<file path="src/common/bus_cycle_pkg.sv">
package bus_cycle_pkg;

  // Clock period of the block, in ns
  localparam int CLK_NS = 4;

  // Width of the interval counters, enough for the reply timeout
  localparam int CNT_W = 12;
  typedef logic [CNT_W-1:0] cnt_t;

  // Bus widths
  localparam int DAL_W = 18;
  localparam int WORD_W = 16;
  localparam int BYTE_W = 8;
  localparam int VEC_W = 8;

  // Line positions on the data/address lines
  localparam int LANE_SEL_BIT = 0;
  localparam int PAR_ERR_BIT = 16;
  localparam int PAR_EN_BIT = 17;

  // Bus times as printed, in ns
  localparam int ADDR_SETUP_NS = 75;
  localparam int ADDR_HOLD_NS = 25;
  localparam int IN_STROBE_DELAY_NS = 100;
  localparam int REPLY_DESKEW_NS = 200;
  localparam int IN_STROBE_HOLD_NS = 150;
  localparam int SYNC_OFF_MIN_NS = 200;
  localparam int REPLY_TO_SYNC_NS = 300;
  localparam int WR_DATA_DELAY_NS = 100;
  localparam int OUT_STROBE_SETUP_NS = 100;
  localparam int OUT_STROBE_HOLD_NS = 150;
  localparam int WR_DATA_HOLD_NS = 100;
  localparam int SYNC_AFTER_OUT_NS = 175;
  localparam int RMW_GAP_NS = 200;
  localparam int REPLY_TIMEOUT_NS = 10000;

  // Least times round up to whole cycles
  localparam cnt_t ADDR_SETUP_CYC = cnt_t'((ADDR_SETUP_NS + CLK_NS - 1) / CLK_NS);
  localparam cnt_t ADDR_HOLD_CYC = cnt_t'((ADDR_HOLD_NS + CLK_NS - 1) / CLK_NS);
  localparam cnt_t IN_STROBE_DELAY_CYC =
    cnt_t'((IN_STROBE_DELAY_NS + CLK_NS - 1) / CLK_NS);
  localparam cnt_t REPLY_DESKEW_CYC =
    cnt_t'((REPLY_DESKEW_NS + CLK_NS - 1) / CLK_NS);
  localparam cnt_t IN_STROBE_HOLD_CYC =
    cnt_t'((IN_STROBE_HOLD_NS + CLK_NS - 1) / CLK_NS);
  localparam cnt_t SYNC_OFF_MIN_CYC =
    cnt_t'((SYNC_OFF_MIN_NS + CLK_NS - 1) / CLK_NS);
  localparam cnt_t REPLY_TO_SYNC_CYC =
    cnt_t'((REPLY_TO_SYNC_NS + CLK_NS - 1) / CLK_NS);
  localparam cnt_t WR_DATA_DELAY_CYC =
    cnt_t'((WR_DATA_DELAY_NS + CLK_NS - 1) / CLK_NS);
  localparam cnt_t OUT_STROBE_SETUP_CYC =
    cnt_t'((OUT_STROBE_SETUP_NS + CLK_NS - 1) / CLK_NS);
  localparam cnt_t OUT_STROBE_HOLD_CYC =
    cnt_t'((OUT_STROBE_HOLD_NS + CLK_NS - 1) / CLK_NS);
  localparam cnt_t WR_DATA_HOLD_CYC =
    cnt_t'((WR_DATA_HOLD_NS + CLK_NS - 1) / CLK_NS);
  localparam cnt_t SYNC_AFTER_OUT_CYC =
    cnt_t'((SYNC_AFTER_OUT_NS + CLK_NS - 1) / CLK_NS);
  localparam cnt_t RMW_GAP_CYC = cnt_t'((RMW_GAP_NS + CLK_NS - 1) / CLK_NS);
  localparam cnt_t REPLY_TIMEOUT_CYC = cnt_t'(REPLY_TIMEOUT_NS / CLK_NS);

  // Trap vectors (octal 114 and 4)
  localparam logic [VEC_W-1:0] VEC_NONE = 8'h00;
  localparam logic [VEC_W-1:0] VEC_PARITY = 8'h4c;
  localparam logic [VEC_W-1:0] VEC_TIMEOUT = 8'h04;

  // Kinds of bus cycle the core may ask for
  typedef enum logic [2:0] {
    WORD_READ_CYCLE,
    WORD_WRITE_CYCLE,
    BYTE_WRITE_CYCLE,
    READ_MODIFY_WRITE_CYCLE,
    READ_MODIFY_WRITE_BYTE_CYCLE
  } kind_t;

endpackage

</file>
<file path="src/verilog/elapsed_counter.sv">
`timescale 1ns/100ps
module elapsed_counter #(
  parameter int WIDTH = 12
) (
  // Clock and reset
  input wire logic clk,
  input wire logic reset_n,
  // Start counting again from zero
  input wire logic restart,
  // Cycles since the last restart, held at the top
  output logic [WIDTH-1:0] count_r
);

  // Saturate so a long idle never wraps back below a gap figure
  always_ff @(posedge clk or negedge reset_n)
  begin
    if (!reset_n)
      count_r <= '0;
    else if (restart)
      count_r <= '0;
    else if (count_r != '1)
      count_r <= count_r + WIDTH'(1);
  end

endmodule

</file>
<file path="src/verilog/bus_cycle_master.sv">
// Operation
// - Address, page select, write flag lead sync
// - Hold address after sync; sync whole cycle
// - Write flag picks write or read kind
// - Input strobe no sooner than 100 ns
// - Sample all eighteen lines after deskew
// - Drop input strobe 150 ns to 2 us
// - Slave drops reply, then master drops sync
// - Sync off 200 ns, 300 ns after reply
// - Continuous sync keeps slave; reply may stall
// - Write data and word flag after 100 ns
// - Lowest address bit selects byte lane
// - Line 16 forces wrong parity on writes; 17 unused
// - Output strobe after data; 10 us reply
// - Hold output strobe 150 ns, data 100 ns
// - Sync drops 175 ns after output strobe
// - Read-modify-write under one sync, 200 ns gap
// - Both parity lines asserted trap to 114
// - No reply in 10 us traps to 4
// - All lines active low, open drain
`timescale 1ns/100ps
module bus_cycle_master (
  // Clock and reset
  input wire logic CLK_SYS,
  input wire logic RESET_N,
  // Cycle request from the processor core
  input wire logic REQ_VALID,
  output logic REQ_READY,
  input wire bus_cycle_pkg::kind_t REQ_KIND,
  input wire logic [bus_cycle_pkg::DAL_W-1:0] REQ_ADDR,
  input wire logic REQ_IO_PAGE,
  input wire logic [bus_cycle_pkg::WORD_W-1:0] REQ_WDATA,
  input wire logic REQ_BAD_PARITY,
  // Answer to the processor core
  output logic RSP_VALID,
  output logic [bus_cycle_pkg::WORD_W-1:0] RSP_RDATA,
  output logic RSP_MODIFY,
  output logic RSP_TRAP,
  output logic [bus_cycle_pkg::VEC_W-1:0] RSP_VECTOR,
  // Mastership from the arbiter
  input wire logic BUS_GRANT,
  // Bus strobes, open drain
  input wire logic SYNC_STROBE_IN,
  output logic SYNC_STROBE_OUT,
  output logic SYNC_STROBE_OE_N,
  output logic DATA_INPUT_STROBE_OUT,
  output logic DATA_INPUT_STROBE_OE_N,
  output logic DATA_OUTPUT_STROBE_OUT,
  output logic DATA_OUTPUT_STROBE_OE_N,
  input wire logic SLAVE_REPLY_IN,
  // Bus control lines, open drain
  output logic WRITE_BYTE_CONTROL_OUT,
  output logic WRITE_BYTE_CONTROL_OE_N,
  output logic IO_PAGE_SELECT_OUT,
  output logic IO_PAGE_SELECT_OE_N,
  // Data/address lines, open drain
  input wire logic [bus_cycle_pkg::DAL_W-1:0] DATA_ADDRESS_LINES_IN,
  output logic [bus_cycle_pkg::DAL_W-1:0] DATA_ADDRESS_LINES_OUT,
  output logic [bus_cycle_pkg::DAL_W-1:0] DATA_ADDRESS_LINES_OE_N
);

  typedef enum {
    ST_IDLE,
    ST_GAP,
    ST_ADDR_SETUP,
    ST_ADDR_HOLD,
    ST_RD_STROBE,
    ST_RD_REPLY,
    ST_RD_DESKEW,
    ST_RD_END,
    ST_MOD_WAIT,
    ST_WR_SETUP,
    ST_WR_DATA,
    ST_WR_REPLY,
    ST_WR_HOLD,
    ST_WR_TAIL,
    ST_FINISH
  } state_t;

  state_t state_r;
  state_t state_nxt;
  bus_cycle_pkg::kind_t kind_r;
  logic [bus_cycle_pkg::DAL_W-1:0] addr_r;
  logic io_page_r;
  logic [bus_cycle_pkg::WORD_W-1:0] wdata_r;
  logic bad_par_r;
  logic trap_r;
  logic [bus_cycle_pkg::VEC_W-1:0] vector_r;
  logic sync_n_r;
  logic in_strobe_n_r;
  logic out_strobe_n_r;
  logic wtbt_n_r;
  logic bs7_n_r;
  logic [bus_cycle_pkg::DAL_W-1:0] dal_n_r;
  logic ready_r;
  logic rsp_valid_r;
  logic [bus_cycle_pkg::WORD_W-1:0] rdata_r;
  logic modify_r;
  logic [bus_cycle_pkg::VEC_W-1:0] rsp_vec_r;
  bus_cycle_pkg::cnt_t t_state;
  bus_cycle_pkg::cnt_t t_sync_on;
  bus_cycle_pkg::cnt_t t_sync_off;
  bus_cycle_pkg::cnt_t t_reply_off;
  logic taken;
  logic reply;
  logic bus_free;
  logic par_trap;
  logic timed_out;

  // Kind decoding used by both the sequencer and the line drivers
  function automatic logic is_write(input bus_cycle_pkg::kind_t k);
    is_write = (k == bus_cycle_pkg::WORD_WRITE_CYCLE) ||
               (k == bus_cycle_pkg::BYTE_WRITE_CYCLE);
  endfunction

  function automatic logic is_rmw(input bus_cycle_pkg::kind_t k);
    is_rmw = (k == bus_cycle_pkg::READ_MODIFY_WRITE_CYCLE) ||
             (k == bus_cycle_pkg::READ_MODIFY_WRITE_BYTE_CYCLE);
  endfunction

  function automatic logic is_byte(input bus_cycle_pkg::kind_t k);
    is_byte = (k == bus_cycle_pkg::BYTE_WRITE_CYCLE) ||
              (k == bus_cycle_pkg::READ_MODIFY_WRITE_BYTE_CYCLE);
  endfunction

  // Lines are asserted low; inputs are read as asserted when low
  assign reply = !SLAVE_REPLY_IN;
  assign taken = REQ_VALID && ready_r;
  assign timed_out = t_state >= bus_cycle_pkg::REPLY_TIMEOUT_CYC;
  // Both parity lines asserted at sampling time means a trap
  assign par_trap = !DATA_ADDRESS_LINES_IN[bus_cycle_pkg::PAR_ERR_BIT] &&
                    !DATA_ADDRESS_LINES_IN[bus_cycle_pkg::PAR_EN_BIT];
  // Previous cycle over, sync rested long enough, granted
  assign bus_free = BUS_GRANT && SYNC_STROBE_IN &&
                    (t_sync_off >= bus_cycle_pkg::SYNC_OFF_MIN_CYC) &&
                    (t_reply_off >= bus_cycle_pkg::REPLY_TO_SYNC_CYC);

  // Interval timers: time in state, since sync on, sync off, reply off
  elapsed_counter #(.WIDTH(bus_cycle_pkg::CNT_W)) u_t_state (
    .clk(CLK_SYS),
    .reset_n(RESET_N),
    .restart(state_r != state_nxt),
    .count_r(t_state)
  );

  elapsed_counter #(.WIDTH(bus_cycle_pkg::CNT_W)) u_t_sync_on (
    .clk(CLK_SYS),
    .reset_n(RESET_N),
    .restart(sync_n_r),
    .count_r(t_sync_on)
  );

  // Watches the bus line so another master's cycle also counts
  elapsed_counter #(.WIDTH(bus_cycle_pkg::CNT_W)) u_t_sync_off (
    .clk(CLK_SYS),
    .reset_n(RESET_N),
    .restart(!SYNC_STROBE_IN),
    .count_r(t_sync_off)
  );

  elapsed_counter #(.WIDTH(bus_cycle_pkg::CNT_W)) u_t_reply_off (
    .clk(CLK_SYS),
    .reset_n(RESET_N),
    .restart(reply),
    .count_r(t_reply_off)
  );

  // Cycle sequencer
  always_comb
  begin
    state_nxt = state_r;
    case (state_r)
      ST_IDLE:
        if (taken)
          state_nxt = ST_GAP;
      ST_GAP:
        if (bus_free)
          state_nxt = ST_ADDR_SETUP;
      ST_ADDR_SETUP:
        if (t_state >= bus_cycle_pkg::ADDR_SETUP_CYC)
          state_nxt = ST_ADDR_HOLD;
      ST_ADDR_HOLD:
        if (t_state >= bus_cycle_pkg::ADDR_HOLD_CYC)
          state_nxt = is_write(kind_r) ? ST_WR_SETUP : ST_RD_STROBE;
      ST_RD_STROBE:
        if (t_sync_on >= bus_cycle_pkg::IN_STROBE_DELAY_CYC)
          state_nxt = ST_RD_REPLY;
      ST_RD_REPLY:
        if (reply)
          state_nxt = ST_RD_DESKEW;
        else if (timed_out)
          state_nxt = ST_FINISH;
      ST_RD_DESKEW:
        if (t_state >= bus_cycle_pkg::REPLY_DESKEW_CYC &&
            t_state >= bus_cycle_pkg::IN_STROBE_HOLD_CYC)
          state_nxt = ST_RD_END;
      ST_RD_END:
        // A slow slave holding reply keeps sync on here
        if (!reply)
          state_nxt = (is_rmw(kind_r) && !trap_r) ? ST_MOD_WAIT
                                                  : ST_FINISH;
      ST_MOD_WAIT:
        if (taken)
          state_nxt = ST_WR_SETUP;
      ST_WR_SETUP:
        if (t_sync_on >= bus_cycle_pkg::WR_DATA_DELAY_CYC)
          state_nxt = ST_WR_DATA;
      ST_WR_DATA:
        if (t_state >= bus_cycle_pkg::OUT_STROBE_SETUP_CYC &&
            t_reply_off >= bus_cycle_pkg::RMW_GAP_CYC)
          state_nxt = ST_WR_REPLY;
      ST_WR_REPLY:
        if (reply)
          state_nxt = ST_WR_HOLD;
        else if (timed_out)
          state_nxt = ST_FINISH;
      ST_WR_HOLD:
        if (t_state >= bus_cycle_pkg::OUT_STROBE_HOLD_CYC)
          state_nxt = ST_WR_TAIL;
      ST_WR_TAIL:
        if (!reply && t_state >= bus_cycle_pkg::SYNC_AFTER_OUT_CYC)
          state_nxt = ST_FINISH;
      ST_FINISH:
        state_nxt = ST_IDLE;
      default:
        state_nxt = ST_IDLE;
    endcase
  end

  always_ff @(posedge CLK_SYS or negedge RESET_N)
  begin
    if (!RESET_N)
      state_r <= ST_IDLE;
    else
      state_r <= state_nxt;
  end

  // Request capture; the modify step only replaces the write data and bad-parity flag
  always_ff @(posedge CLK_SYS or negedge RESET_N)
  begin
    if (!RESET_N)
    begin
      kind_r <= bus_cycle_pkg::WORD_READ_CYCLE;
      addr_r <= '0;
      io_page_r <= 1'b0;
      wdata_r <= '0;
      bad_par_r <= 1'b0;
    end
    else if (taken)
    begin
      if (state_r == ST_IDLE)
      begin
        kind_r <= REQ_KIND;
        addr_r <= REQ_ADDR;
        io_page_r <= REQ_IO_PAGE;
      end
      wdata_r <= REQ_WDATA;
      bad_par_r <= REQ_BAD_PARITY;
    end
  end

  // Trap cause, decided on the sampling edge or on timeout
  always_ff @(posedge CLK_SYS or negedge RESET_N)
  begin
    if (!RESET_N)
    begin
      trap_r <= 1'b0;
      vector_r <= bus_cycle_pkg::VEC_NONE;
    end
    else if (state_r == ST_GAP)
    begin
      trap_r <= 1'b0;
      vector_r <= bus_cycle_pkg::VEC_NONE;
    end
    else if (state_r == ST_RD_DESKEW && state_nxt == ST_RD_END && par_trap)
    begin
      trap_r <= 1'b1;
      vector_r <= bus_cycle_pkg::VEC_PARITY;
    end
    else if ((state_r == ST_RD_REPLY || state_r == ST_WR_REPLY) &&
             state_nxt == ST_FINISH)
    begin
      trap_r <= 1'b1;
      vector_r <= bus_cycle_pkg::VEC_TIMEOUT;
    end
  end

  // Sync stays on from end of address setup to the finish, RMW included
  always_ff @(posedge CLK_SYS or negedge RESET_N)
  begin
    if (!RESET_N)
      sync_n_r <= 1'b1;
    else
      sync_n_r <= (state_nxt == ST_IDLE) || (state_nxt == ST_GAP) ||
                  (state_nxt == ST_ADDR_SETUP) ||
                  (state_nxt == ST_FINISH);
  end

  // Data strobes
  always_ff @(posedge CLK_SYS or negedge RESET_N)
  begin
    if (!RESET_N)
    begin
      in_strobe_n_r <= 1'b1;
      out_strobe_n_r <= 1'b1;
    end
    else
    begin
      in_strobe_n_r <= !((state_nxt == ST_RD_REPLY) ||
                         (state_nxt == ST_RD_DESKEW));
      out_strobe_n_r <= !((state_nxt == ST_WR_REPLY) ||
                          (state_nxt == ST_WR_HOLD));
    end
  end

  // Page select during addressing; write flag per phase and kind
  always_ff @(posedge CLK_SYS or negedge RESET_N)
  begin
    if (!RESET_N)
    begin
      bs7_n_r <= 1'b1;
      wtbt_n_r <= 1'b1;
    end
    else
    begin
      case (state_nxt)
        ST_ADDR_SETUP, ST_ADDR_HOLD:
        begin
          bs7_n_r <= !io_page_r;
          wtbt_n_r <= !is_write(kind_r);
        end
        ST_WR_DATA, ST_WR_REPLY, ST_WR_HOLD, ST_WR_TAIL:
        begin
          bs7_n_r <= 1'b1;
          wtbt_n_r <= !is_byte(kind_r);
        end
        ST_WR_SETUP:
        begin
          // Word writes must not drop the flag before 100 ns after sync
          bs7_n_r <= 1'b1;
          wtbt_n_r <= !is_write(kind_r);
        end
        default:
        begin
          bs7_n_r <= 1'b1;
          wtbt_n_r <= 1'b1;
        end
      endcase
    end
  end

  // Data/address lines: address, then write data; released for reads
  always_ff @(posedge CLK_SYS or negedge RESET_N)
  begin
    if (!RESET_N)
      dal_n_r <= '1;
    else
    begin
      case (state_nxt)
        ST_ADDR_SETUP, ST_ADDR_HOLD:
          dal_n_r <= ~addr_r;
        ST_WR_DATA, ST_WR_REPLY, ST_WR_HOLD:
          dal_n_r <= ~write_word();
        ST_WR_TAIL:
          if (state_r != ST_WR_TAIL ||
              t_state < bus_cycle_pkg::WR_DATA_HOLD_CYC)
            dal_n_r <= ~write_word();
          else
            dal_n_r <= '1;
        default:
          dal_n_r <= '1;
      endcase
    end
  end

  // Byte goes to the lane picked by the lowest address bit
  function automatic logic [bus_cycle_pkg::DAL_W-1:0] write_word();
    logic [bus_cycle_pkg::WORD_W-1:0] lanes;
    lanes = wdata_r;
    if (is_byte(kind_r))
      lanes = addr_r[bus_cycle_pkg::LANE_SEL_BIT]
              ? {wdata_r[bus_cycle_pkg::BYTE_W-1:0],
                 {bus_cycle_pkg::BYTE_W{1'b0}}}
              : {{bus_cycle_pkg::BYTE_W{1'b0}},
                 wdata_r[bus_cycle_pkg::BYTE_W-1:0]};
    // Upper line unused in writes; the next one forces bad parity
    write_word = {1'b0, bad_par_r, lanes};
  endfunction

  // Core handshake and answer
  always_ff @(posedge CLK_SYS or negedge RESET_N)
  begin
    if (!RESET_N)
    begin
      ready_r <= 1'b0;
      rsp_valid_r <= 1'b0;
      rdata_r <= '0;
      modify_r <= 1'b0;
      rsp_vec_r <= bus_cycle_pkg::VEC_NONE;
    end
    else
    begin
      ready_r <= (state_nxt == ST_IDLE) || (state_nxt == ST_MOD_WAIT);
      rsp_valid_r <= (state_r == ST_FINISH) ||
                     (state_r == ST_RD_END && state_nxt == ST_MOD_WAIT);
      modify_r <= (state_r == ST_RD_END && state_nxt == ST_MOD_WAIT);
      if (state_r == ST_RD_DESKEW && state_nxt == ST_RD_END)
        rdata_r <= ~DATA_ADDRESS_LINES_IN[bus_cycle_pkg::WORD_W-1:0];
      rsp_vec_r <= vector_r;
    end
  end

  // Pins: open drain, each line enabled exactly while pulled low
  assign SYNC_STROBE_OUT = sync_n_r;
  assign SYNC_STROBE_OE_N = sync_n_r;
  assign DATA_INPUT_STROBE_OUT = in_strobe_n_r;
  assign DATA_INPUT_STROBE_OE_N = in_strobe_n_r;
  assign DATA_OUTPUT_STROBE_OUT = out_strobe_n_r;
  assign DATA_OUTPUT_STROBE_OE_N = out_strobe_n_r;
  assign WRITE_BYTE_CONTROL_OUT = wtbt_n_r;
  assign WRITE_BYTE_CONTROL_OE_N = wtbt_n_r;
  assign IO_PAGE_SELECT_OUT = bs7_n_r;
  assign IO_PAGE_SELECT_OE_N = bs7_n_r;
  assign DATA_ADDRESS_LINES_OUT = dal_n_r;
  assign DATA_ADDRESS_LINES_OE_N = dal_n_r;
  assign REQ_READY = ready_r;
  assign RSP_VALID = rsp_valid_r;
  assign RSP_RDATA = rdata_r;
  assign RSP_MODIFY = modify_r;
  assign RSP_TRAP = rsp_valid_r && (rsp_vec_r != bus_cycle_pkg::VEC_NONE);
  assign RSP_VECTOR = rsp_valid_r ? rsp_vec_r : bus_cycle_pkg::VEC_NONE;

endmodule

</file>
<file path="config.mk">
export PLATFORM = sky130hd
export DESIGN_NAME = bus_cycle_master
export DESIGN_NICKNAME = d
export VERILOG_FILES = /design/src/common/bus_cycle_pkg.sv /design/src/verilog/elapsed_counter.sv /design/src/verilog/bus_cycle_master.sv
export SDC_FILE = /design/constraint.sdc
export NUM_CORES = 1
export LEC_CHECK = 0
export ABC_AREA = 1
export BUFFER_PORTS_ARGS = -buffer_cell sky130_fd_sc_hd__buf_2
export CAP_MARGIN = 10
export CORE_MARGIN = 8
export CORE_UTILIZATION = 50
export CTS_CLUSTER_SIZE = 8
export DETAILED_ROUTE_END_ITERATION = 12
export PLACE_DENSITY_LB_ADDON = 0.3
export SYNTH_ARGS = -nofsm -noshare
export SYNTH_HDL_FRONTEND = slang
export SYNTH_SLANG_ARGS = --single-unit
</file>
<file path="constraint.sdc">
create_clock -name CLK_SYS -period 2.75 [get_ports CLK_SYS]
set_input_delay 0 -clock CLK_SYS [delete_from_list [all_inputs] [get_ports CLK_SYS]]
set_output_delay 0 -clock CLK_SYS [all_outputs]
set_load 0.03 [all_outputs]
</file>
==> run metrics, run 1 <==
outcome complete, no violations; clock sink count around 170; antenna violations before repair 2; ranking of synthesized cells by area sky130_fd_sc_hd__dfrtp_1 42%, sky130_fd_sc_hd__nand2_1 10%, sky130_fd_sc_hd__dfstp_2 7.1%; r2r endpoint DATA_ADDRESS_LINES_OE_N[15]; Post-CTS Repair Setup Buffers 0; area of the die 21400 µm²; power dissipated by switching net loads 0.00122 W; number of port buffers 131; number of cell instances on the worst register-to-register path 16; total routing usage reported by global routing about a fifth; cell type with the highest occurrence count on the critical path sky130_fd_sc_hd__nand2_1; largest incremental delay on the critical path 0.40 ns; power share of the sequential group 49.0%; CP endpoint kind register; Routed Wire Length ~22 mm; CP Cell Sequence inv_1, ha_1, o21ai_0, nand2_1, nand3_1, nand3_1, nand2_1, inv_2, nand2_1, nor2_2, nand2_4, nor2_2, nand2_2, buf_4, or2_2, nand3_2; EDFF count, synth 0; sequential-to-total area share from yosys stat between 40% and 50%; number of warning messages in the yosys log 0; count of different cell masters after synthesis 46; fraction of final layout cells with drive strength greater than 1 between 20% and 30%; unrepaired setup endpoints after global routing no; static leakage 5.27 nW; worst min-delay path category input port to register; die height roughly 150 µm; mean instance size in the synthesized netlist 8.46 µm²; Max Cap Violations 0; count of H-tree levels built during CTS 4; length of routed met3 wiring between 1 and 1.5 mm; leading cell type in the layout, fill and taps excluded sky130_fd_sc_hd__nand2_1; remaining global-route overflow 0; worst reg2reg startpoint u_t_state.count_r[1]; synthesized instance count 1001; Final Hold Fails 0; minimum setup slack among reg-to-reg paths 0.22 ns; netlist area before placement between 8000 and 9000 µm²; async set-reset flop share out of synthesis between 90% and 100%; horizontal die dimension 146 µm; per-cell routed wire length roughly 15 µm; number of synthesized register bits between 150 and 200; register clock-pin slew on the reported worst setup and hold paths approximately 0.070 ns; final hold slack 0.0330 ns; overall power 0.00512 W; Sequential Area 4160 µm²; fraction of power spent switching nets 23.8%; Clock Power Share 45.4%; max frequency 0.395 GHz; number of nets with antenna violations after detailed routing 0; share of total power in combinational logic roughly 5.6%; worst-case setup slack after placement 0.149 ns; critical path start-end classification register to register; global-route wire length before repair 35.7 mm; Routability Congestion between 0.9 and 1; data required time of the worst path 3.12 ns; Hold Path Origin SLAVE_REPLY_IN; Final Skew approximately 0.013 ns; Endpoint, Worst Hold u_t_reply_off.count_r[11]; period utilisation layout 92.1%; kind of start point of the critical path register; top routing layer used met4; post-route DRC violation count 0; DRT iter0 DRCs about 470; maximum fanout along the worst path 10; slowest stage cell, crit path sky130_fd_sc_hd__dfrtp_1; routed vias/inst 4.94; slew at the pin closest to its max-slew limit 0.733 ns; maximum clock path buffer count 2; leading area contributor after synthesis sky130_fd_sc_hd__dfrtp_1; commonest cells after routing, fill and taps aside 231 x sky130_fd_sc_hd__nand2_1, 141 x sky130_fd_sc_hd__dfrtp_1, 130 x sky130_fd_sc_hd__buf_2; vias in the first global route 7177; met2 wire length 10.2 mm; maximum number of pins on one net before global-route repair 76; Nets roughly 1300; half-perimeter wire length after placement 14.9 mm; worst-skew pair later-pin latency 0.43 ns; shortest period the worst path allows 2.53 ns; setup ws final between 0.2 and 0.25 ns; number of detailed-routing iterations run before antenna repair 5; area of the core region between 15000 and 20000 µm²; max-slew headroom at the worst pin 51.1%; power per cell area 483 nW/µm²; total number of vias 7156; Top-Level Pins 137; most used flip-flop cell after synthesis sky130_fd_sc_hd__dfrtp_1; Hold Path Stages 4; Clock Root Buffer sky130_fd_sc_hd__clkbuf_16; number of max-slew violations in the final report 0; combined area of the multi-input logic cells 3750 µm²; CP Data Arrival Time 2.90 ns; TritonCTS buffer count 17; M1 WL 9.48 mm; area share of the largest cell type after synthesis about two fifths; final number of setup-violating endpoints 0; final-layout setup total negative slack 0 ns; Area growth, synth to finish 25.2%; Pint approximately 0.0039 W; Initial Util 51.1%; # rows 47; CTS tree built; fillers 1401; maximum vdd drop 402 µV
[power by group through the flow]
stage	combinational (W)	sequential [W]	clock, W
3_3_place_gp	0.000216	0.00255	0
2_1_floorplan	0.0000987	0.00255	0
6_report	0.000287	0.00251	0.00233
5_1_grt	0.000322	0.00251	0.00247
3_5_place_dp	0.000219	0.00255	0
4_1_cts	0.000286	0.00251	0.00237
[synthesized netlist by cell type (2+ instances only)]
master	n
sky130_fd_sc_hd__a211oi_1	8
sky130_fd_sc_hd__a2111oi_0	2
sky130_fd_sc_hd__buf_2	3
sky130_fd_sc_hd__clkinv_1	3
sky130_fd_sc_hd__mux2_2	20
sky130_fd_sc_hd__o211a_1	2
sky130_fd_sc_hd__a21oi_1	30
sky130_fd_sc_hd__nor2_4	12
sky130_fd_sc_hd__nand2_2	11
sky130_fd_sc_hd__clkbuf_1	15
sky130_fd_sc_hd__nor2_8	3
sky130_fd_sc_hd__o21ai_0	61
sky130_fd_sc_hd__nand3_2	16
sky130_fd_sc_hd__nand4_1	8
sky130_fd_sc_hd__inv_2	21
sky130_fd_sc_hd__nor2_2	17
sky130_fd_sc_hd__nand2_4	4
sky130_fd_sc_hd__buf_4	30
sky130_fd_sc_hd__xor2_1	2
sky130_fd_sc_hd__nand3_1	69
sky130_fd_sc_hd__or2_2	15
sky130_fd_sc_hd__a31oi_1	6
sky130_fd_sc_hd__inv_1	86
sky130_fd_sc_hd__ha_1	11
sky130_fd_sc_hd__nand2_1	233
sky130_fd_sc_hd__dfstp_2	23
sky130_fd_sc_hd__nor2_1	97
sky130_fd_sc_hd__o21ai_1	3
sky130_fd_sc_hd__nand3_4	2
sky130_fd_sc_hd__nor4_1	5
sky130_fd_sc_hd__nor3_1	27
sky130_fd_sc_hd__dfrtp_1	142
[final cells by class]
type / count / area share (%)
flip-flops and latches: 165 / 39.2
clock buffers: 18 / 4.14
well taps: 220 / 2.60
diodes: 2 / 0.0472
clock inverters: 14 / 1.32
multi-input cells: 709 / 35.4
inverters: 111 / 3.95
repair buffers: 210 / 13.3
[sequential cells by signal, indices dropped and copies added (netlist names), 2 cells and up]
name / cells
rsp_vec_r: 2
u_t_sync_on.count_r: 12
RSP_RDATA: 16
addr_r: 18
u_t_state.count_r: 12
DATA_ADDRESS_LINES_OE_N: 18
vector_r: 2
u_t_reply_off.count_r: 12
kind_r: 3
u_t_sync_off.count_r: 12
wdata_r: 16
state_r: 32
[per-layer routing]
layer  global-route usage, %  up-vias
met5                       0        -
met4                    6.80        0
met3                    5.56       35
met2                    33.4      236
met1                    25.7     3292
li1                        -     3593
[timing repair]
action / CTS / global route
resized for setup: 0 / 8
hold buffers: 59 / 0
setup endpoints to repair: 0 / 18
endpoints found under the hold margin: 132 / 0
[worst max-delay path, delay by kind of cell (launching register included)]
kind / cells / cell delay [ns]
and+or+nand+nor: 11 / 1.35
DFF: 1 / 0.40
adders and majority gates: 1 / 0.17
AOI/OAI and AO/OA: 1 / 0.14
buffers and inverters: 3 / 0.42
[worst max-delay path by stage]
stage                      startpoint                     endpoint
2_1_floorplan    u_t_state.count_r[0]   DATA_ADDRESS_LINES_OE_N[0]
3_3_place_gp   u_t_sync_on.count_r[0]   DATA_ADDRESS_LINES_OE_N[9]
3_5_place_dp               state_r[0]   DATA_ADDRESS_LINES_OE_N[9]
4_1_cts                    state_r[0]   DATA_ADDRESS_LINES_OE_N[9]
5_1_grt         u_t_state.count_r[11]   DATA_ADDRESS_LINES_OE_N[2]
6_report         u_t_state.count_r[1]  DATA_ADDRESS_LINES_OE_N[15]
[through the flow]
step	cell area (µm²)	utilization, %	std cells
final	10600	64.0	1449
after global routing	10600	64.0	1449
after CTS	10600	63.6	1446
after detailed placement	9390	56.6	1355
after global placement	9390	56.6	1355
after floorplan	8590	-	1033
[kinds of logic after synthesis]
family,Yosys count,share of synthesized area [%]
compound gates,118,7.78
fa+ha+maj,11,1.62
xor+xnor,2,0.207
mux,20,2.66
flops,165,49.1
other cells,1,0.0443
buf+inv,160,8.58
simple gates,524,30.0
(Power assumes the default switching activity.)
==> inputs of run 2 (changes only) <==
==> constraint.sdc (replaced) <==
create_clock -name CLK_SYS -period 2.75 [get_ports CLK_SYS]
set_input_delay 0.6875 -clock CLK_SYS [delete_from_list [all_inputs] [get_ports CLK_SYS]]
set_output_delay 0.6875 -clock CLK_SYS [all_outputs]
set_load 0.03 [all_outputs]
==> run 2 against run 1 <==
  * Clock skew up 0.00055 ns
  * Sequential share of layout area is 2.3 points higher
  * Combinational power shrank 23%
  * Final area is 5.4% lower
  * Critical path type unchanged
  * Critical endpoint is now DATA_ADDRESS_LINES_OE_N[11]
  * Largest power group unchanged
==> run metrics, run 2 (synthesized netlist as in run 1, its figures left out) <==
outcome complete, no violations; worst min-delay path category input port to asynchronous set/reset pin; total routing usage reported by global routing 19.2% (-1.2 points); kind of start point of the critical path register; Routed Wire Length 20.1 mm (-7.0%); Final Skew 0.0132 ns (+0.000546 ns); Initial Util 51.1% (unchanged); number of max-slew violations in the final report 0 (unchanged); clock sink count 165 (unchanged); most flop-heavy register state_r; final-layout setup total negative slack 0 ns (unchanged); worst-case setup slack after placement 0.154 ns (+0.00530 ns); period utilisation layout 92.4% (+0.23 points); Max Cap Violations 0 (unchanged); CP endpoint kind register; area of the die 21400 µm² (unchanged); die height 146 µm (unchanged); setup ws final 0.210 ns (-0.00640 ns); vias in the first global route 6946 (-3.2%); Top-Level Pins 137 (unchanged); per-cell routed wire length 14.4 µm (-3.2%); overall power 0.00492 W (-3.9%); DRT iter0 DRCs 311 (-34%); Antenna Cells 0 (-2); TritonCTS buffer count 17 (unchanged); antenna violations before repair 0 (-2); area post-placement 9450 µm² (+0.67%); number of cell instances on the worst register-to-register path 15 (-1); number of flip-flops in the largest register 32 (unchanged); area of the core region 16600 µm² (unchanged); worst-skew pair later-pin latency 0.42 ns (about the same); post-route DRC violation count 0 (unchanged); worst reg2reg startpoint u_t_state.count_r[0]; r2r endpoint DATA_ADDRESS_LINES_OE_N[11]; shortest period the worst path allows 2.54 ns (+0.00640 ns); Nets 1234 (-4.2%); maximum clock path buffer count 2 (unchanged); data required time of the worst path 3.11 ns (about the same); static leakage 5.04 nW (-4.3%); post-layout utilization of the core 60.5% (-3.5 points); maximum number of pins on one net before global-route repair 53 (-30%); Area growth, synth to finish 18.4%; critical path start-end classification register to register; Routability Congestion 0.949 (-2.4%); maximum fanout along the worst path 8 (-2); leading cell type in the layout, fill and taps excluded sky130_fd_sc_hd__nand2_1; Final Hold Fails 0 (unchanged); power dissipated by switching net loads 0.00117 W (-3.9%); final number of setup-violating endpoints 0 (unchanged); half-perimeter wire length after placement 15.2 mm (+1.9%); Clock Root Buffer sky130_fd_sc_hd__clkbuf_16; power per cell area 491 nW/µm² (+1.7%); minimum setup slack among reg-to-reg paths 0.21 ns (about the same); Pint 0.00375 W (-3.9%); total number of vias 6862 (-4.1%); Post-Layout Inst Area 10000 µm² (-5.4%); Clock Power Share 44.5% (-0.9 points); fillers 1470 (+4.9%); commonest cells after routing, fill and taps aside 231 x sky130_fd_sc_hd__nand2_1, 141 x sky130_fd_sc_hd__dfrtp_1, 130 x sky130_fd_sc_hd__buf_2; register clock-pin slew on the reported worst setup and hold paths 0.07 ns (about the same); power share of the sequential group 51.0% (+2.0 points); max frequency 0.394 GHz (-0.25%); number of port buffers 131 (unchanged); CTS tree built; CP Data Arrival Time 2.90 ns (about the same); fraction of final layout cells with drive strength greater than 1 29.1% (+1.5 points); # rows 47 (unchanged); maximum vdd drop 471 µV (+17%); global-route wire length before repair 33.6 mm (-6.0%); count of H-tree levels built during CTS 4 (unchanged); share of total power in combinational logic 4.5% (-1.1 points); remaining global-route overflow 0 (unchanged); horizontal die dimension 146 µm (unchanged); number of nets with antenna violations after detailed routing 0 (unchanged); fraction of power spent switching nets 23.8% (about the same); routed vias/inst 4.93 (-0.18%); number of detailed-routing iterations run before antenna repair 6 (+1)
run 2: cell count changes in the layout (fill, tap and decap cells not counted), moves of 2 or more:
cell	delta
sky130_fd_sc_hd__dlygate4sd3_1	-59
sky130_fd_sc_hd__buf_4	+3
sky130_fd_sc_hd__nand3_2	-3
sky130_fd_sc_hd__buf_12	+2
sky130_fd_sc_hd__clkinv_2	+2
sky130_fd_sc_hd__diode_2	-2
sky130_fd_sc_hd__nand3_1	+2
run 2: worst max-delay path by stage:
stage | start | to | slack, ns
after detailed placement | SLAVE_REPLY_IN | DATA_ADDRESS_LINES_OE_N[11] | 0.15
after global placement | SLAVE_REPLY_IN | DATA_ADDRESS_LINES_OE_N[10] | 0.15
after floorplan | SLAVE_REPLY_IN | DATA_ADDRESS_LINES_OE_N[0] | 0.48
after global routing | u_t_sync_on.count_r[0] | DATA_ADDRESS_LINES_OE_N[3] | -0.002
after CTS | u_t_state.count_r[0] | DATA_ADDRESS_LINES_OE_N[3] | 0.17
final | u_t_state.count_r[0] | DATA_ADDRESS_LINES_OE_N[11] | 0.21
run 2: critical path: stages (launching register included):
cell and delay [ns]:
sky130_fd_sc_hd__dfrtp_1 0.41, sky130_fd_sc_hd__ha_1 0.24, sky130_fd_sc_hd__nand2_1 0.10, sky130_fd_sc_hd__nand3_1 0.12, sky130_fd_sc_hd__buf_4 0.17, sky130_fd_sc_hd__o22ai_2 0.14
sky130_fd_sc_hd__nor2_1 0.10, sky130_fd_sc_hd__nor2_2 0.10, sky130_fd_sc_hd__nand3_2 0.10, sky130_fd_sc_hd__nor2_4 0.10, sky130_fd_sc_hd__inv_2 0.06, sky130_fd_sc_hd__nor2_2 0.15
sky130_fd_sc_hd__nand2_2 0.12, sky130_fd_sc_hd__buf_4 0.18, sky130_fd_sc_hd__or2_2 0.28, sky130_fd_sc_hd__nand3_2 0.09
run 2: repair_timing:
item	in CTS	in global routing
gates resized for setup	0	7
hold buffers	0	0
setup buffers	0	0
setup endpoints to repair	0	18
run 2: routing by layer:
layer  vias up  GRT usage (%)  routed length (µm)  share of wire [%]
met5         -              0                   0                  0
met4         0           6.34                 353                1.8
met3        32           5.16                1170                5.9
met2       185           32.3                9710                 48
met1      3153           23.4                8810                 44
li1       3492              -                   -                  -
run 2: cell type report:
cell class / count / area [µm²] / share of cell area [%]
Clock buffer: 19 / 443 / 4.42
Clock inverter: 12 / 98.8 / 0.986
Inverter: 111 / 419 / 4.18
Multi-Input combinational cell: 709 / 3750 / 37.4
Sequential cell: 165 / 4160 / 41.5
Tap cell: 220 / 275 / 2.74
Timing Repair Buffer: 156 / 887 / 8.84
run 2: power groups by stage:
stage | registers [W] | logic (W) | clock network (W)
5_1_grt | 0.00251 | 0.000259 | 0.00233
4_1_cts | 0.00251 | 0.000227 | 0.00223
3_5_place_dp | 0.00255 | 0.000225 | 0
3_3_place_gp | 0.00255 | 0.000221 | 0
6_report | 0.00251 | 0.000222 | 0.00219
2_1_floorplan | 0.00255 | 0.0000987 | 0
run 2: through the flow:
step                std cells  hold WS (ns)
floorplan                1033         0.354
global placement         1360         0.375
detailed placement       1360         0.374
CTS                      1391         0.207
global route             1392         0.227
finish                   1392         0.194
==> inputs of run 3 (changes only) <==
--- a/config.mk
+++ b/config.mk
@@ -5,7 +5,6 @@
 export SDC_FILE = /design/constraint.sdc
 export NUM_CORES = 1
 export LEC_CHECK = 0
-export ABC_AREA = 1
 export BUFFER_PORTS_ARGS = -buffer_cell sky130_fd_sc_hd__buf_2
 export CAP_MARGIN = 10
 export CORE_MARGIN = 8
==> run 3 against run 2 <==
  * Sequential share of layout area is 1.9 points higher
  * Fmax is 4.2% lower
  * Critical endpoint is now vector_r[3]
  * Cell count is 20% lower
  * Global-route usage is 0.91 points lower
  * Sequential power hardly changed
  * Synthesized cell count is 27% lower
  * Die area is 7.4% lower
  * Largest cell class unchanged
  * Non-clock buffer count is 28 higher
==> run metrics, run 3 <==
kind of start point of the critical path register; Clock Power Share 46.1% (+1.6 points); Routed Wire Length 17.8 mm (-11%); CP Data Arrival Time 2.96 ns (+0.06 ns); Area growth, synth to finish 23.3%; number of detailed-routing iterations run before antenna repair 4 (-2); EDFF count, synth 0 (unchanged); total routing usage reported by global routing 18.3% (-0.91 points); maximum vdd drop 453 µV (-3.7%); unrepaired setup endpoints after global routing yes; horizontal die dimension 141 µm (-3.8%); clock sink count 165 (unchanged); Clock Root Buffer sky130_fd_sc_hd__clkbuf_16; Antenna Cells 0 (unchanged); # rows 45 (-4.3%); commonest cells in the netlist 142 x sky130_fd_sc_hd__dfrtp_1, 73 x sky130_fd_sc_hd__nor2_1, 68 x sky130_fd_sc_hd__nand2_1; number of buffers inserted by hold repair at cts 0 (unchanged); global-route wire length before repair 29.2 mm (-13%); async set-reset flop share out of synthesis 100% (unchanged); half-perimeter wire length after placement 13.0 mm (-15%); mean instance size in the synthesized netlist 10.6 µm² (+26%); area share of the largest cell type after synthesis 45.7% (+3.8 points); number of synthesized register bits 165 (unchanged); power share of the sequential group 49.8% (-1.2 points); worst-skew pair later-pin latency 0.43 ns (about the same); number of port buffers 131 (unchanged); final-layout setup total negative slack 0 ns (unchanged); count of H-tree levels built during CTS 4 (unchanged); critical path start-end classification register to register; final hold slack 0.229 ns (+0.0345 ns); power per cell area 527 nW/µm² (+7.4%); most used flip-flop cell after synthesis sky130_fd_sc_hd__dfrtp_1; Final Hold Fails 0 (unchanged); TritonCTS buffer count 17 (unchanged); commonest cells after routing, fill and taps aside 142 x sky130_fd_sc_hd__dfrtp_1, 130 x sky130_fd_sc_hd__buf_2, 73 x sky130_fd_sc_hd__nor2_1; Sequential Area 4160 µm² (about the same); area of the die 19800 µm² (-7.4%); fillers 1228 (-16%); maximum clock path buffer count 2 (unchanged); slew at the pin closest to its max-slew limit ~0.65 ns; total number of vias 5929 (-14%); number of flip-flops in the largest register 32 (unchanged); maximum number of pins on one net before global-route repair 57 (+7.5%); die height 141 µm (-3.8%); most flop-heavy register state_r; worst min-delay path category input port to asynchronous set/reset pin; static leakage 4.35 nW (-14%); count of different cell masters after synthesis 72 (+57%); register clock-pin slew on the reported worst setup and hold paths 0.07 ns (about the same); number of warning messages in the yosys log 0 (unchanged); number of nets with antenna violations after detailed routing 0 (unchanged); maximum fanout along the worst path 8 (unchanged); Routability Congestion 0.916 (-3.5%); netlist area before placement 7770 µm² (-8.3%); per-cell routed wire length 16.1 µm (+11%); data required time of the worst path 3.05 ns (-0.06 ns); power dissipated by switching net loads 0.00120 W (+2.1%); number of max-slew violations in the final report 0 (unchanged); CTS tree built; Cell Count, Final, Fillers Out 1108 (-20%); leading cell type by number of instances after synthesis sky130_fd_sc_hd__dfrtp_1; shortest period the worst path allows 2.65 ns (+0.112 ns); routed vias/inst 5.35 (+8.6%); Final Skew 0.0121 ns (-0.00116 ns); outcome complete, no violations; Initial Util 51.1% (about the same); DP Cell Count 1073 (-21%); max frequency 0.377 GHz (-4.2%); sequential-to-total area share from yosys stat 53.5% (+4.4 points); fraction of final layout cells with drive strength greater than 1 33.6% (+4.5 points); Max Cap Violations 0 (unchanged); fraction of power spent switching nets 23.7% (-0.11 points); Nets 981 (-21%); Pint 0.00386 W (+2.7%); combined area of the multi-input logic cells 3410 µm² (-9.1%); antenna violations before repair 0 (unchanged); ranking of synthesized cells by area sky130_fd_sc_hd__dfrtp_1 46%, sky130_fd_sc_hd__dfstp_2 7.8%, sky130_fd_sc_hd__mux2_2 4.6%; max-slew headroom at the worst pin a little under three fifths; final number of setup-violating endpoints 0 (unchanged); area of the core region 15200 µm² (-8.3%); period utilisation layout 96.5% (+4.1 points); CP endpoint kind register; leading cell type in the layout, fill and taps excluded sky130_fd_sc_hd__dfrtp_1; remaining global-route overflow 0 (unchanged); DRT iter0 DRCs 268 (-14%); leading area contributor after synthesis sky130_fd_sc_hd__dfrtp_1; Top-Level Pins 137 (unchanged); share of total power in combinational logic 4.2% (-0.3 points); post-route DRC violation count 0 (unchanged); synthesized instance count 730 (-27%); vias in the first global route 5966 (-14%)
==> run 3: cell type report <==
class                           instances  share of cell area, %
Timing Repair Buffer                  184                   11.7
Clock inverter                         15                   1.67
Sequential cell                       165                   43.4
Multi-Input combinational cell        517                   35.5
Clock buffer                           17                   4.44
Tap cell                              188                   2.45
Inverter                               22                  0.862
==> run 3: layer usage <==
layer / global-route usage (%) / vias to the layer above / wire (µm)
met2: 30.6 / 172 / 8730
met5: 0 / - / 0
met3: 5.37 / 39 / 1070
li1: - / 2875 / -
met4: 6.90 / 0 / 433
met1: 21.9 / 2843 / 7560
==> run 3: worst paths after layout <==
kind / cells after the start / to / slack, ns / startpoint
setup / recovery: 9 / vector_r[3] / 0.1 / state_r[12]
hold / removal: 1 / u_t_sync_on.count_r[10] / 0.23 / RESET_N
setup reg to reg: 9 / vector_r[3] / 0.1 / state_r[12]
hold reg to reg: 0 / rsp_vec_r[3] / 0.39 / vector_r[3]
max in group asynchronous: 2 / DATA_OUTPUT_STROBE_OE_N / 1.79 / RESET_N
min in group CLK_SYS: 0 / rsp_vec_r[3] / 0.39 / vector_r[3]
==> run 3: cells by family (layout without fill, tap and decap cells) <==
group           count (synthesis)  after routing  synth area share [%]
simple gates                  279            279                  18.2
flops                         165            165                  53.5
compound gates                122            122                  11.6
buf+inv                        80            238                  5.46
mux                            40             40                  5.83
xor+xnor                       32             32                  3.61
fa+ha+maj                      11             11                  1.77
other cells                     1             33                0.0483
==> run 3: stage by stage <==
stage	setup slack (ns)	util, %	instance area (µm²)	power [W]
floorplan	0.00148	-	7890	0.00263
global route	-0.0442	63.0	9580	0.00524
finish	0.0974	63.0	9580	0.00505
detailed placement	-0.0348	58.4	8880	0.00276
global placement	0.0242	58.4	8880	0.00276
CTS	0.0283	62.4	9490	0.00511
==> run 3: power groups by stage <==
| stage | Sequential, W | Combinational [W] | Clock (W) |
|---|---|---|---|
| after global routing | 0.00252 | 0.000240 | 0.00249 |
| after CTS | 0.00251 | 0.000208 | 0.00239 |
| after detailed placement | 0.00256 | 0.000204 | 0 |
| after global placement | 0.00256 | 0.000201 | 0 |
| final | 0.00251 | 0.000210 | 0.00233 |
| after floorplan | 0.00255 | 0.0000822 | 0 |
==> run 3: worst max-delay path: stages (launching register included) <==
cell,delay (ns)
sky130_fd_sc_hd__dfrtp_1,0.36
sky130_fd_sc_hd__or4_4,0.55
sky130_fd_sc_hd__nor4_4,0.29
sky130_fd_sc_hd__nand2_1,0.11
sky130_fd_sc_hd__or4_4,0.46
sky130_fd_sc_hd__o2111ai_4,0.11
sky130_fd_sc_hd__buf_4,0.19
sky130_fd_sc_hd__nand4_1,0.17
sky130_fd_sc_hd__a21oi_1,0.23
sky130_fd_sc_hd__nor2_1,0.07
==> run 3: timing repair <==
action / 4_1_cts / 5_1_grt
resized for setup: 6 / 14
setup endpoints to repair: 17 / 56
gates cloned: 0 / 0
buffers inserted: 0 / 3
endpoints found under the hold margin: 0 / 0
pin swaps: 4 / 11
